`config.mk`:
```
export PLATFORM = sky130hd
export DESIGN_NAME = srpc_serial_port
export DESIGN_NICKNAME = d
export VERILOG_FILES = /design/src/hw/srpc_pkg.sv /design/src/hw/srpc_fifo.sv /design/src/hw/srpc_serial_port.sv
export SDC_FILE = /design/constraint.sdc
export NUM_CORES = 1
export LEC_CHECK = 0
export BUFFER_PORTS_ARGS = -buffer_cell sky130_fd_sc_hd__buf_2
export CAP_MARGIN = 20
export CORE_MARGIN = 2
export CORE_UTILIZATION = 65
export CTS_CLUSTER_DIAMETER = 80
export DETAILED_ROUTE_END_ITERATION = 8
export PLACE_DENSITY = 0.95
export SLEW_MARGIN = 20
export SYNTH_ARGS = -nofsm -noshare
export SYNTH_HDL_FRONTEND = slang
export SYNTH_SLANG_ARGS = --single-unit
```
`constraint.sdc`:
```
create_clock -name i_ref_clk -period 6.15 [get_ports i_ref_clk]
set_input_delay 0.615 -clock i_ref_clk [delete_from_list [all_inputs] [get_ports i_ref_clk]]
set_output_delay 0.615 -clock i_ref_clk [all_outputs]
set_load 0.02 [all_outputs]
```
`src/hw/srpc_pkg.sv`:
```
// constants, types and field layout of the serial register port
// assumes a 10 MHz reference clock and a host that drives the serial lines
//
// How it works
// (RQ1) reset, or chip select falling, returns the port to command mode
// (RQ2) command byte: top bit is direction, low five bits address
// (RQ3) top bit one starts a write to the addressed register
// (RQ4) serial input sampled on every falling serial clock edge of the command byte and of write data, not during a read
// (RQ5) each outgoing bit is driven at a rising serial clock edge
// (RQ6) write data starts on the falling edge after the command byte
// (RQ7) transfer ends after the register's last bit; command mode returns
// (RQ8) host keeps chip select low for the whole transfer
// (RQ9) chip select rising aborts the transfer and floats the output
// (RQ10) with chip select tied low the host finishes every transfer
// (RQ11) host spaces write data bytes at least 4 us apart
// (RQ12) a write byte cut short by chip select is discarded
// (RQ13) registers up to three bytes; first write byte is the top byte
// (RQ14) data right-justified in whole bytes; unused top bits ignored
// (RQ15) ones count cleared just before the first read bit is driven
// (RQ16) every bit shifted out in a read adds to the ones count
// (RQ17) reading the ones count recounts over its own shifted value
// (RQ18) top bit zero starts a read driven from the next rising edge
// (RQ19) read value is captured whole when the read starts
// (RQ20) output floats on the last read falling edge or chip select rise
// (RQ21) host waits 4 us after a write before a read command
// (RQ22) command bits between direction and address are ignored
package srpc_pkg;

  localparam int unsigned REF_CLK_PERIOD_NS = 100;
  localparam int unsigned WR_GAP_NS         = 4000;
  localparam int unsigned WR_GAP_CYC        =
    (WR_GAP_NS + REF_CLK_PERIOD_NS - 1) / REF_CLK_PERIOD_NS;
  localparam int unsigned GAP_CNT_W         = $clog2(WR_GAP_CYC + 1);

  localparam int unsigned BYTE_W     = 8;
  localparam int unsigned CMD_DIR_BIT = 7;
  localparam int unsigned ADDR_W     = 5;
  localparam int unsigned MAX_BYTES  = 3;
  localparam int unsigned DATA_W     = BYTE_W * MAX_BYTES;
  localparam int unsigned LANE_W     = 2;
  localparam int unsigned BITS_W     = 5;
  localparam int unsigned BIT_IDX_W  = 3;
  localparam int unsigned CKSUM_W    = 6;
  localparam int unsigned WORD_W     = ADDR_W + LANE_W + BYTE_W;

  localparam logic [BIT_IDX_W-1:0] LAST_BIT   = 3'h7;
  localparam logic [ADDR_W-1:0]    CKSUM_ADDR = 5'h1E;
  localparam logic [LANE_W-1:0]    ONE_BYTE   = 2'h1;
  localparam logic [LANE_W-1:0]    TWO_BYTES  = 2'h2;
  localparam logic [CKSUM_W-1:0]   CKSUM_RST  = 6'h00;

  typedef enum logic [1:0] {
    SRPC_CMD   = 2'b00,
    SRPC_LOAD  = 2'b01,
    SRPC_READ  = 2'b11,
    SRPC_WRITE = 2'b10
  } srpc_state_type;

endpackage

```
`src/hw/srpc_fifo.sv`:
```
// small first-in first-out store with a registered output stage
// assumes one clock; both sides use valid and ready
`timescale 1ns/1ps
module srpc_fifo #(
  parameter int unsigned WIDTH = 15,
  parameter int unsigned DEPTH = 8
) (
  input  wire logic             i_clk,
  input  wire logic             i_rst,
  input  wire logic             i_in_valid,
  input  wire logic [WIDTH-1:0] i_in_data,
  output logic                  o_in_ready,
  output logic                  o_out_valid,
  output logic [WIDTH-1:0]      o_out_data,
  input  wire logic             i_out_ready
);
  localparam int unsigned PTR_W = $clog2(DEPTH);
  localparam int unsigned CNT_W = $clog2(DEPTH + 1);
  localparam logic [CNT_W-1:0] FULL_CNT = CNT_W'(DEPTH);
  localparam logic [PTR_W-1:0] LAST_PTR = PTR_W'(DEPTH - 1);

  logic [WIDTH-1:0] mem_q [DEPTH];
  logic [PTR_W-1:0] wr_ptr_q;
  logic [PTR_W-1:0] rd_ptr_q;
  logic [CNT_W-1:0] cnt_q;
  logic             push;
  logic             pop;

  // store moves into output stage when that stage is free or drained
  assign push = i_in_valid && o_in_ready;
  assign pop  = (cnt_q != '0) && (!o_out_valid || i_out_ready);

  // storage array
  always_ff @(posedge i_clk) begin
    if (push) begin
      mem_q[wr_ptr_q] <= i_in_data;
    end
  end

  // pointers, fill level and ready toward the source
  always_ff @(posedge i_clk or posedge i_rst) begin
    if (i_rst) begin
      wr_ptr_q   <= '0;
      rd_ptr_q   <= '0;
      cnt_q      <= '0;
      o_in_ready <= 1'b1;
    end else begin
      if (push) begin
        wr_ptr_q <= (wr_ptr_q == LAST_PTR) ? '0 : wr_ptr_q + 1'b1;
      end
      if (pop) begin
        rd_ptr_q <= (rd_ptr_q == LAST_PTR) ? '0 : rd_ptr_q + 1'b1;
      end
      if (push && !pop) begin
        cnt_q      <= cnt_q + 1'b1;
        o_in_ready <= (cnt_q + 1'b1) != FULL_CNT;
      end else if (pop && !push) begin
        cnt_q      <= cnt_q - 1'b1;
        o_in_ready <= 1'b1;
      end
    end
  end

  // registered output word
  always_ff @(posedge i_clk or posedge i_rst) begin
    if (i_rst) begin
      o_out_valid <= 1'b0;
      o_out_data  <= '0;
    end else if (pop) begin
      o_out_valid <= 1'b1;
      o_out_data  <= mem_q[rd_ptr_q];
    end else if (i_out_ready) begin
      o_out_valid <= 1'b0;
    end
  end
endmodule

```
`src/hw/srpc_serial_port.sv`:
```
// serial slave port: command byte, register read and write, ones count
// assumes serial pins are asynchronous to i_ref_clk and a register file
// that answers o_rd_addr on the same clock with data and byte width
`timescale 1ns/1ps
module srpc_serial_port
  import srpc_pkg::*;
#(
  parameter int unsigned FIFO_DEPTH = 8
) (
  input  wire logic               i_ref_clk,
  input  wire logic               i_rst,
  input  wire logic               i_sclk,
  input  wire logic               i_cs_n,
  input  wire logic               i_din,
  input  wire logic [DATA_W-1:0]  i_rd_data,
  input  wire logic [LANE_W-1:0]  i_reg_bytes,
  input  wire logic               i_wr_ready,
  output logic                    o_dout,
  output logic                    o_dout_oe,
  output logic [ADDR_W-1:0]       o_rd_addr,
  output logic                    o_wr_valid,
  output logic [ADDR_W-1:0]       o_wr_addr,
  output logic [LANE_W-1:0]       o_wr_lane,
  output logic [BYTE_W-1:0]       o_wr_data,
  output logic [CKSUM_W-1:0]      o_checksum,
  output logic                    o_gap_short
);

  srpc_state_type       state_q;
  logic                 sclk_s1_q;
  logic                 sclk_s2_q;
  logic                 sclk_s3_q;
  logic                 cs_s1_q;
  logic                 cs_s2_q;
  logic                 cs_s3_q;
  logic                 din_s1_q;
  logic                 din_s2_q;
  logic                 sclk_fall;
  logic                 sclk_rise;
  logic                 cs_low;
  logic                 cs_fall;
  logic                 cs_rise;
  logic                 port_clear;
  logic [BIT_IDX_W-1:0] bit_cnt_q;
  logic [BYTE_W-1:0]    cmd_sh_q;
  logic [BYTE_W-1:0]    cmd_next;
  logic                 cmd_done;
  logic                 dir_wr_q;
  logic [LANE_W-1:0]    bytes_left_q;
  logic [BITS_W-1:0]    bits_left_q;
  logic [DATA_W-1:0]    rd_sh_q;
  logic [LANE_W-1:0]    ld_bytes;
  logic [DATA_W-1:0]    ld_data;
  logic [BYTE_W-1:0]    wr_sh_q;
  logic [BYTE_W-1:0]    wr_next;
  logic                 byte_done;
  logic                 rd_shift;
  logic                 rd_end;
  logic                 push_valid_q;
  logic [WORD_W-1:0]    push_word_q;
  logic                 fifo_in_ready;
  logic [WORD_W-1:0]    fifo_out_word;
  logic [GAP_CNT_W-1:0] gap_cnt_q;

  // two flip-flops on every pin, a third stage for edge finding
  always_ff @(posedge i_ref_clk or posedge i_rst) begin
    if (i_rst) begin
      sclk_s1_q <= 1'b0; // idle low: no false fall after reset
      sclk_s2_q <= 1'b0;
      sclk_s3_q <= 1'b0;
      cs_s1_q   <= 1'b1;
      cs_s2_q   <= 1'b1;
      cs_s3_q   <= 1'b1;
      din_s1_q  <= 1'b0;
      din_s2_q  <= 1'b0;
    end else begin
      sclk_s1_q <= i_sclk;
      sclk_s2_q <= sclk_s1_q;
      sclk_s3_q <= sclk_s2_q;
      cs_s1_q   <= i_cs_n;
      cs_s2_q   <= cs_s1_q;
      cs_s3_q   <= cs_s2_q;
      din_s1_q  <= i_din;
      din_s2_q  <= din_s1_q;
    end
  end

  // edge events on the synchronised pins
  assign sclk_fall  = sclk_s3_q && !sclk_s2_q;
  assign sclk_rise  = !sclk_s3_q && sclk_s2_q;
  assign cs_low     = !cs_s2_q;
  assign cs_fall    = cs_s3_q && !cs_s2_q;
  assign cs_rise    = !cs_s3_q && cs_s2_q;
  assign port_clear = !cs_low || cs_fall;

  // command byte assembly and completion
  assign cmd_next = {cmd_sh_q[BYTE_W-2:0], din_s2_q};
  assign cmd_done = (state_q == SRPC_CMD) && cs_low && !cs_fall &&
                    sclk_fall && (bit_cnt_q == LAST_BIT);

  // write byte assembly and completion
  assign wr_next   = {wr_sh_q[BYTE_W-2:0], din_s2_q};
  assign byte_done = (state_q == SRPC_WRITE) && !port_clear &&
                     sclk_fall && (bit_cnt_q == LAST_BIT);

  // read shift and read end events
  assign rd_shift = (state_q == SRPC_READ) && !port_clear && sclk_rise &&
                    (bits_left_q != '0);
  assign rd_end   = (state_q == SRPC_READ) && !port_clear && sclk_fall &&
                    (bits_left_q == '0);

  // width and right-justified value of the addressed register
  always_comb begin
    ld_bytes = (i_reg_bytes == '0) ? ONE_BYTE : i_reg_bytes;
    ld_data  = i_rd_data;
    if (o_rd_addr == CKSUM_ADDR) begin
      ld_bytes = ONE_BYTE;
      ld_data  = {{(DATA_W-CKSUM_W){1'b0}}, o_checksum}; // RQ17
    end
    // move the top used byte up to the shifter's top
    unique case (ld_bytes)
      ONE_BYTE:  ld_data = {ld_data[BYTE_W-1:0], {(2*BYTE_W){1'b0}}}; // RQ14
      TWO_BYTES: ld_data = {ld_data[2*BYTE_W-1:0], {BYTE_W{1'b0}}}; // RQ14
      default:   ld_data = ld_data;
    endcase
  end

  // transfer sequencer
  always_ff @(posedge i_ref_clk or posedge i_rst) begin
    if (i_rst) begin
      state_q <= SRPC_CMD; // RQ1
    end else if (port_clear) begin
      state_q <= SRPC_CMD; // RQ1 RQ9
    end else begin
      unique case (state_q)
        SRPC_CMD: begin
          if (cmd_done) begin
            state_q <= SRPC_LOAD;
          end
        end
        SRPC_LOAD: begin
          state_q <= dir_wr_q ? SRPC_WRITE : SRPC_READ; // RQ3 RQ18
        end
        SRPC_READ: begin
          if (rd_end) begin
            state_q <= SRPC_CMD; // RQ7
          end
        end
        SRPC_WRITE: begin
          if (byte_done && bytes_left_q == ONE_BYTE) begin
            state_q <= SRPC_CMD; // RQ7
          end
        end
      endcase
    end
  end

  // bit counter within the current byte, sampled on falling edges
  always_ff @(posedge i_ref_clk or posedge i_rst) begin
    if (i_rst) begin
      bit_cnt_q <= '0;
    end else if (port_clear || state_q == SRPC_LOAD) begin
      bit_cnt_q <= '0;
    end else if (sclk_fall && (state_q == SRPC_CMD ||
                               state_q == SRPC_WRITE)) begin
      bit_cnt_q <= bit_cnt_q + 1'b1; // RQ4
    end
  end

  // command shifter and decoded direction and address
  always_ff @(posedge i_ref_clk or posedge i_rst) begin
    if (i_rst) begin
      cmd_sh_q  <= '0;
      dir_wr_q  <= 1'b0;
      o_rd_addr <= '0;
    end else begin
      if (state_q == SRPC_CMD && sclk_fall && cs_low) begin
        cmd_sh_q <= cmd_next; // RQ4
      end
      if (cmd_done) begin
        dir_wr_q  <= cmd_next[CMD_DIR_BIT]; // RQ2 RQ3 RQ18
        o_rd_addr <= cmd_next[ADDR_W-1:0]; // RQ2 RQ22
      end
    end
  end

  // byte and bit budgets of the addressed register
  always_ff @(posedge i_ref_clk or posedge i_rst) begin
    if (i_rst) begin
      bytes_left_q <= '0;
      bits_left_q  <= '0;
    end else if (state_q == SRPC_LOAD) begin
      bytes_left_q <= ld_bytes; // RQ13
      bits_left_q  <= {ld_bytes, 3'h0}; // RQ14
    end else begin
      if (byte_done) begin
        bytes_left_q <= bytes_left_q - 1'b1;
      end
      if (rd_shift) begin
        bits_left_q <= bits_left_q - 1'b1;
      end
    end
  end

  // read shifter: whole value snapped at load, sent on rising edges
  always_ff @(posedge i_ref_clk or posedge i_rst) begin
    if (i_rst) begin
      rd_sh_q <= '0;
      o_dout  <= 1'b0;
    end else if (state_q == SRPC_LOAD && !dir_wr_q) begin
      rd_sh_q <= ld_data; // RQ19
    end else if (rd_shift) begin
      o_dout  <= rd_sh_q[DATA_W-1]; // RQ5 RQ18
      rd_sh_q <= {rd_sh_q[DATA_W-2:0], 1'b0};
    end
  end

  // output enable: on with the first read bit, off at end or abort
  always_ff @(posedge i_ref_clk or posedge i_rst) begin
    if (i_rst) begin
      o_dout_oe <= 1'b0;
    end else if (!cs_low || rd_end) begin
      o_dout_oe <= 1'b0; // RQ9 RQ20
    end else if (rd_shift) begin
      o_dout_oe <= 1'b1; // RQ18
    end
  end

  // ones count of the bits sent in the last read
  always_ff @(posedge i_ref_clk or posedge i_rst) begin
    if (i_rst) begin
      o_checksum <= CKSUM_RST;
    end else if (state_q == SRPC_LOAD && !dir_wr_q) begin
      o_checksum <= CKSUM_RST; // RQ15
    end else if (rd_shift) begin
      o_checksum <= o_checksum +
                    {{(CKSUM_W-1){1'b0}}, rd_sh_q[DATA_W-1]}; // RQ16
    end
  end

  // write data shifter, starts right after the command byte
  always_ff @(posedge i_ref_clk or posedge i_rst) begin
    if (i_rst) begin
      wr_sh_q <= '0;
    end else if (state_q == SRPC_WRITE && sclk_fall && !port_clear) begin
      wr_sh_q <= wr_next; // RQ4 RQ6
    end
  end

  // finished bytes wait here for room in the store
  always_ff @(posedge i_ref_clk or posedge i_rst) begin
    if (i_rst) begin
      push_valid_q <= 1'b0;
      push_word_q  <= '0;
    end else if (byte_done) begin
      push_valid_q <= 1'b1; // RQ12
      push_word_q  <= {o_rd_addr, bytes_left_q - 1'b1, wr_next}; // RQ13
    end else if (fifo_in_ready) begin
      push_valid_q <= 1'b0;
    end
  end

  // spacing watch between write bytes and before a read command
  always_ff @(posedge i_ref_clk or posedge i_rst) begin
    if (i_rst) begin
      gap_cnt_q   <= '0;
      o_gap_short <= 1'b0;
    end else begin
      if (byte_done) begin
        gap_cnt_q <= GAP_CNT_W'(WR_GAP_CYC);
      end else if (gap_cnt_q != '0) begin
        gap_cnt_q <= gap_cnt_q - 1'b1;
      end
      if ((byte_done || (cmd_done && !cmd_next[CMD_DIR_BIT])) &&
          gap_cnt_q != '0) begin
        o_gap_short <= 1'b1;
      end else if (cs_fall) begin
        o_gap_short <= 1'b0;
      end
    end
  end

  // byte store toward the register file
  srpc_fifo #(
    .WIDTH (WORD_W),
    .DEPTH (FIFO_DEPTH)
  ) u_fifo (
    .i_clk       (i_ref_clk),
    .i_rst       (i_rst),
    .i_in_valid  (push_valid_q),
    .i_in_data   (push_word_q),
    .o_in_ready  (fifo_in_ready),
    .o_out_valid (o_wr_valid),
    .o_out_data  (fifo_out_word),
    .i_out_ready (i_wr_ready)
  );

  // split the stored word into address, lane and data
  assign o_wr_addr = fifo_out_word[WORD_W-1 -: ADDR_W];
  assign o_wr_lane = fifo_out_word[BYTE_W +: LANE_W];
  assign o_wr_data = fifo_out_word[BYTE_W-1:0];
endmodule

```
After elaboration in Yosys (flattened, before gate mapping)
Memories as Yosys holds them, arrays and structs flattened. A register that Yosys moved wholly into a read port is not among the register bits.
Index checks and enable logic that the tools add are counted.
W data, S select, Z words.
{"block": "classes", "bitwise": 1, "add_sub_neg": 9, "eq_ne": 14, "n_mux": 38, "reduce_logical": 62}
{"operator": "$mux W24", "count": 3}
{"operator": "$pmux W24 S2", "count": 1}
{"operator": "$logic_and A1 B1 Y1", "count": 28}
{"operator": "$mux W6", "count": 4}
{"operator": "$reduce_bool A2 Y1", "count": 10}
{"operator": "$mux W2", "count": 8}
{"operator": "$mux W1", "count": 13}
{"operator": "$mux W3", "count": 4}
{"operator": "$logic_not A1 Y1", "count": 10}
{"operator": "$mux W5", "count": 2}
{"operator": "$add A3 B1 Y3 const B", "count": 3}
{"operator": "$eq A3 B3 Y1 const B", "count": 3}
{"operator": "$ne A3 B3 Y1 const B", "count": 3}
{"operator": "$mux W4", "count": 2}
{"operator": "$pmux W2 S4", "count": 1}
{"operator": "$add A6 B1 Y6", "count": 1}
{"operator": "$eq A2 B1 Y1 const B", "count": 3}
{"operator": "$eq A2 B2 Y1 const B", "count": 3}
{"operator": "$logic_or A1 B1 Y1", "count": 6}
{"operator": "$reduce_bool A6 Y1", "count": 1}
{"operator": "$sub A6 B1 Y6 const B", "count": 1}
{"operator": "$eq A5 B5 Y1 const B", "count": 1}
{"operator": "$logic_not A5 Y1", "count": 1}
{"operator": "$reduce_bool A5 Y1", "count": 1}
{"operator": "other kinds (10)", "count": 11}
{"block": "word_totals", "mem_count": 1, "inputBits": 32, "ff_bits": 107, "elab_cells": 154, "mem_bits_rw": 120}
{"name": "u_fifo.mem_q", "depth": 8, "width": 15, "read_ports": 1, "rd_clocked_by_memory_dff": 1, "write_ports": 1, "line_no": "srpc_fifo.sv:22", "source": "logic [WIDTH-1:0] mem_q [DEPTH];"}

Logic depth before layout (Yosys ltp)
{"block": "depth", "ltp_word": 11, "ltp_mapped": 10, "ltp_nobuf": 9}

Cells and area by module
From an unflattened synthesis, not the netlist that was laid out.
{"block": "hier_totals", "hier_cells": 725, "area_unflattened_um2": 10317.4}
{"module": "srpc_fifo", "cells_per_inst": 346, "n_inst": 1, "area_each_um2": 5909.4}
{"module": "srpc_serial_port", "cells_per_inst": 379, "n_inst": 1, "area_each_um2": 4408.0}

Least setup slack after synthesis
OpenSTA, ideal clock, no wires.
{"block": "synth_path", "path_type": "register -> register", "from": "register u_fifo.o_in_ready", "to": "memory u_fifo.mem_q[4][0] (enable)", "synth_period_minus_slack_ps": 2818, "path_buffers": 0, "slack_ps": 3332, "setup_time_ps": 431, "arrival_time_ps": 2387, "stages_incl_launch_ff": 3, "path_cell_list": "dfstp_2 -> nand2_1 -> nor4b_1"}
{"block": "synth_between", "elab_chain_cells": 3}
{"element": "start, declared", "line_no": "srpc_fifo.sv:12", "source": "output logic o_in_ready,"}
{"element": "start signal, assigned", "line_no": "srpc_fifo.sv:46", "source": "o_in_ready <= 1'b1;"}
{"element": "start signal, assigned", "line_no": "srpc_fifo.sv:56", "source": "o_in_ready <= (cnt_q + 1'b1) != FULL_CNT;"}
{"element": "start signal, assigned", "line_no": "srpc_fifo.sv:59", "source": "o_in_ready <= 1'b1;"}
{"element": "$logic_and A1 B1 Y1", "line_no": "srpc_fifo.sv:30", "source": "assign push = i_in_valid && o_in_ready;"}
{"element": "$mux W1", "line_no": "srpc_fifo.sv:35", "source": "if (push) begin"}
{"element": "$mux W1 (not written as such)", "line_no": "srpc_fifo.sv:36", "source": "mem_q[wr_ptr_q] <= i_in_data;"}
{"element": "end, declared", "line_no": "srpc_fifo.sv:22"}
Every way passes these cells.

Worst setup path after layout
{"block": "layout_path", "from": "register o_rd_addr[3]", "to": "register rd_sh_q[16]"}
{"block": "layout_between", "elab_chain_cells": 5}
{"element": "start, declared", "line_no": "srpc_serial_port.sv:20", "source": "output logic [ADDR_W-1:0] o_rd_addr,"}
{"element": "start signal, assigned", "line_no": "srpc_serial_port.sv:182", "source": "o_rd_addr <= cmd_next[ADDR_W-1:0];"}
{"element": "$eq A5 B5 Y1 *", "line_no": "srpc_serial_port.sv:116", "source": "if (o_rd_addr == CKSUM_ADDR) begin"}
{"element": "$mux W2", "line_no": "srpc_serial_port.sv:116"}
{"element": "$eq A2 B2 Y1 / $eq A2 B1 Y1 (equally long branches)", "line_no": "srpc_serial_port.sv:121", "source": "unique case (ld_bytes)"}
{"element": "$pmux W24 S2 *", "line_no": "srpc_serial_port.sv:121"}
{"element": "$mux W24 *", "line_no": "srpc_serial_port.sv:210", "source": "end else if (state_q == SRPC_LOAD && !dir_wr_q) begin"}
{"element": "end signal, assigned", "line_no": "srpc_serial_port.sv:211", "source": "rd_sh_q <= ld_data;"}
{"element": "end signal, assigned", "line_no": "srpc_serial_port.sv:214", "source": "rd_sh_q <= {rd_sh_q[DATA_W-2:0], 1'b0};"}
{"element": "end, declared", "line_no": "srpc_serial_port.sv:51", "source": "logic [DATA_W-1:0] rd_sh_q;"}
Every way passes the cells marked *; elsewhere a longest branch is shown, timed or not.
A chain may end at the register's enable or synchronous reset.

==> flow_summary.ini <==
[die]
row_count = 45
pin_count = 62
dieWidth_um = 129
dieArea_um2 = 16800
initial_core_util_pct = 66.8
fp.dieH_um = 129
core-area_um2 = 15300

[clock_network]
insertion_delay_ps = 520
post_cts_resized = 0
clock-sinks = 242
clock_tree.root_cell = clkbuf_16
post-cts-setup-buffers = 0
cts-htree-levels = 1
hold_buffers = 0
cts_buffers = 24
tritoncts = done
clk_pin_slew_ps = 60
clockBufferDepth = 3

[run_status]
outcome = completed

[sta]
slew_violations = 0
fmaxAchievable_mhz = 357
setup_tns_ps = 0
rsz0062_at_grt = false
min_period_ps = 2800
slew_headroom_pct = 26.8
min_period_over_period_pct = 45.5
tightestPinTransition_ps = 1100
finClkSkew_ps = 17.9
finalHoldViolCount = 0
setup_viol = 0

[synth]
synth_top_cells_by_area = edfxtp_1 35%, dfrtp_1 29%, mux4_2 6.6%
yosys.area.top_type_share_pct = 35.2
synth_warnings = 0
synth_area_um2 = 10200
syn_inst = 684
synth_edf_count = 120
ys_ff_latch = 242
synth.most_common_cell = edfxtp_1
yosysSeqAreaShare_pct = 65.1
synthFlopType = edfxtp_1
synth_common_cells = 120 x edfxtp_1, 118 x dfrtp_1, 45 x mux2i_1
yosysUniqueCellTypes = 59
synth_area_leader_cell = edfxtp_1
avgSynthCellArea_um2 = 15.0
syn_nets = 735
async_flop_share_pct = 50.4

[job]
max-cap-violations = 0

[place]
globalplace.congestion = 0.855
dp_hpwl_um = 13600
portBuffers = 61
dp.cells = 936

[min_path]
min_from = i_cs_n
holdPathStages = 1
hold_class = in2reg

[detailed_routing]
drtIter0Drc = 633
vias = 6188
dr_wl_met2_um = 12200
drt_wl_total_um = 23000
topRoutingLayerUsed = met4
avgRoutedWirePerCell_um = 23.5
drtPass1Iterations = 5
drc = 0
m1WireLength_um = 8800
viasPerCell = 6.31
wl_met3_um = 1390
detail-route-antenna-nets = 0

[finish]
synthToLayoutAreaGrowth_pct = 13.4
drive_gt1_share_pct = 24.7
fin_cells = 980
fin_nets = 802
antenna_cells = 0

[worst_setup_path]
startpoint = o_rd_addr[3]
reg2reg_from = o_rd_addr[3]
end_kind = register
reg2regPathDepth = 8
worstPathArrival_ps = 3190
cp_max_fo = 14
path_class = reg2reg
cp.required_ps = 6540
cp-start-kind = register

[global_routing]
grtUsageTotal_pct = 28.8
first_global_vias = 6445
grt_pass1_wl_um = 36100
grt_max_degree = 67
overflow = 0
antenna_found_initial = 0

[pwr]
leakage_nw = 4.54
power_density_nw_per_um2 = 353
ir_drop_v = 0.000276
power_mw = 4.10
==> critical path, cell delays in order, from the launching register on <==
cell     delay, ps
dfrtp_1        400
nand4_1        200
o21ai_1        420
nor2_1         120
ha_1           590
inv_1          280
o21ai_0        240
mux2i_1        110
a221o_1        320
==> registers in the layout, indices dropped and copies added (netlist names), 6 cells and up <==
| name | flops |
|---|---|
| gap_cnt_q | 6 |
| push_word_q | 15 |
| u_fifo.mem_q | 120 |
| wr_sh_q | 7 |
| cmd_sh_q | 7 |
| o_checksum | 6 |
| rd_sh_q | 24 |
| u_fifo.o_out_data | 15 |
==> where the power goes <==
group          switching, mW  total [mW]  internal (mW)  leakage, nW
Sequential             0.162        1.95           1.78         2.39
Clock                  0.612        1.53          0.917        0.399
Combinational          0.316       0.624          0.308         1.75
Total                   1.09        4.10           3.01         4.54
==> layout by cell type, fill, tap and decap left out, drive strengths merged, types with 3 or more instances in the layout <==
cell    netlist  routed
a21oi        24      24
a221o        16      16
and3          8       8
buf          20      73
bufinv        0       3
clkbuf       12      37
dfrtp       118     118
dfstp         4       4
edfxtp      120     120
ha           19      19
inv          28      29
mux2         38      38
mux2i        45      45
mux4         30      30
nand2        34      34
nand2b        6       6
nand3        13      13
nand4         4       4
nor2         37      37
nor2b        11      11
nor3         11      11
nor3b         6       6
nor4b         3       3
o21ai        25      25
o221ai        6       6
o22ai         5       5
or3           3       3
xnor2         6       6
xor2          4       4
==> routing by layer <==
layer  track usage [%]  up-vias
met5                 0        -
met4              9.68        0
met3              4.05       51
met2              51.6      277
met1              36.4     3151
li1                  -     2709
==> cells by family (layout without fill, tap and decap cells) <==
kind of cell	count (synthesis)	count (layout)	share of synthesized area, %
flip-flops	242	242	65.1
AND/OR/NAND/NOR	149	149	7.83
multiplexers	113	113	15.2
AO/OA/AOI/OAI	91	91	5.99
buffers and inverters	60	145	2.68
adder cells (fa/ha/maj)	19	19	2.32
XOR/XNOR	10	10	0.856
==> area by class of cell <==
| class | count | area (um^2) |
|---|---|---|
| Clock buffer | 37 | 704 |
| Clock inverter | 7 | 116 |
| Fill cell | 856 | 3710 |
| Inverter | 28 | 108 |
| Multi-Input combinational cell | 382 | 3350 |
| Sequential cell | 242 | 6670 |
| Tap cell | 211 | 264 |
| Timing Repair Buffer | 73 | 395 |
==> per-stage QoR <==
| stage | area, um^2 | worst slack (ps) | util [%] | hold WS [ps] |
|---|---|---|---|---|
| after global routing | 11600 | 3080 | 75.8 | 194 |
| final | 11600 | 3350 | 75.8 | 208 |
| after CTS | 11600 | 3270 | 75.7 | 191 |
| after detailed placement | 10800 | 3330 | 70.3 | 340 |
| after floorplan | 10200 | 2300 | - | 331 |
| after global placement | 10800 | 3480 | 70.3 | 335 |
==> path summary, 6_finish.rpt <==
kind / endpoint / slack, ps
max reg2reg: rd_sh_q[16] / 3350
min reg2reg: sclk_s2_q / 350
max in group asynchronous: u_fifo.rd_ptr_q[0] / 4510
min in group asynchronous: bit_cnt_q[2] / 250
max: rd_sh_q[16] / 3350
min: cs_s1_q / 210
(Power assumes the default switching activity.)
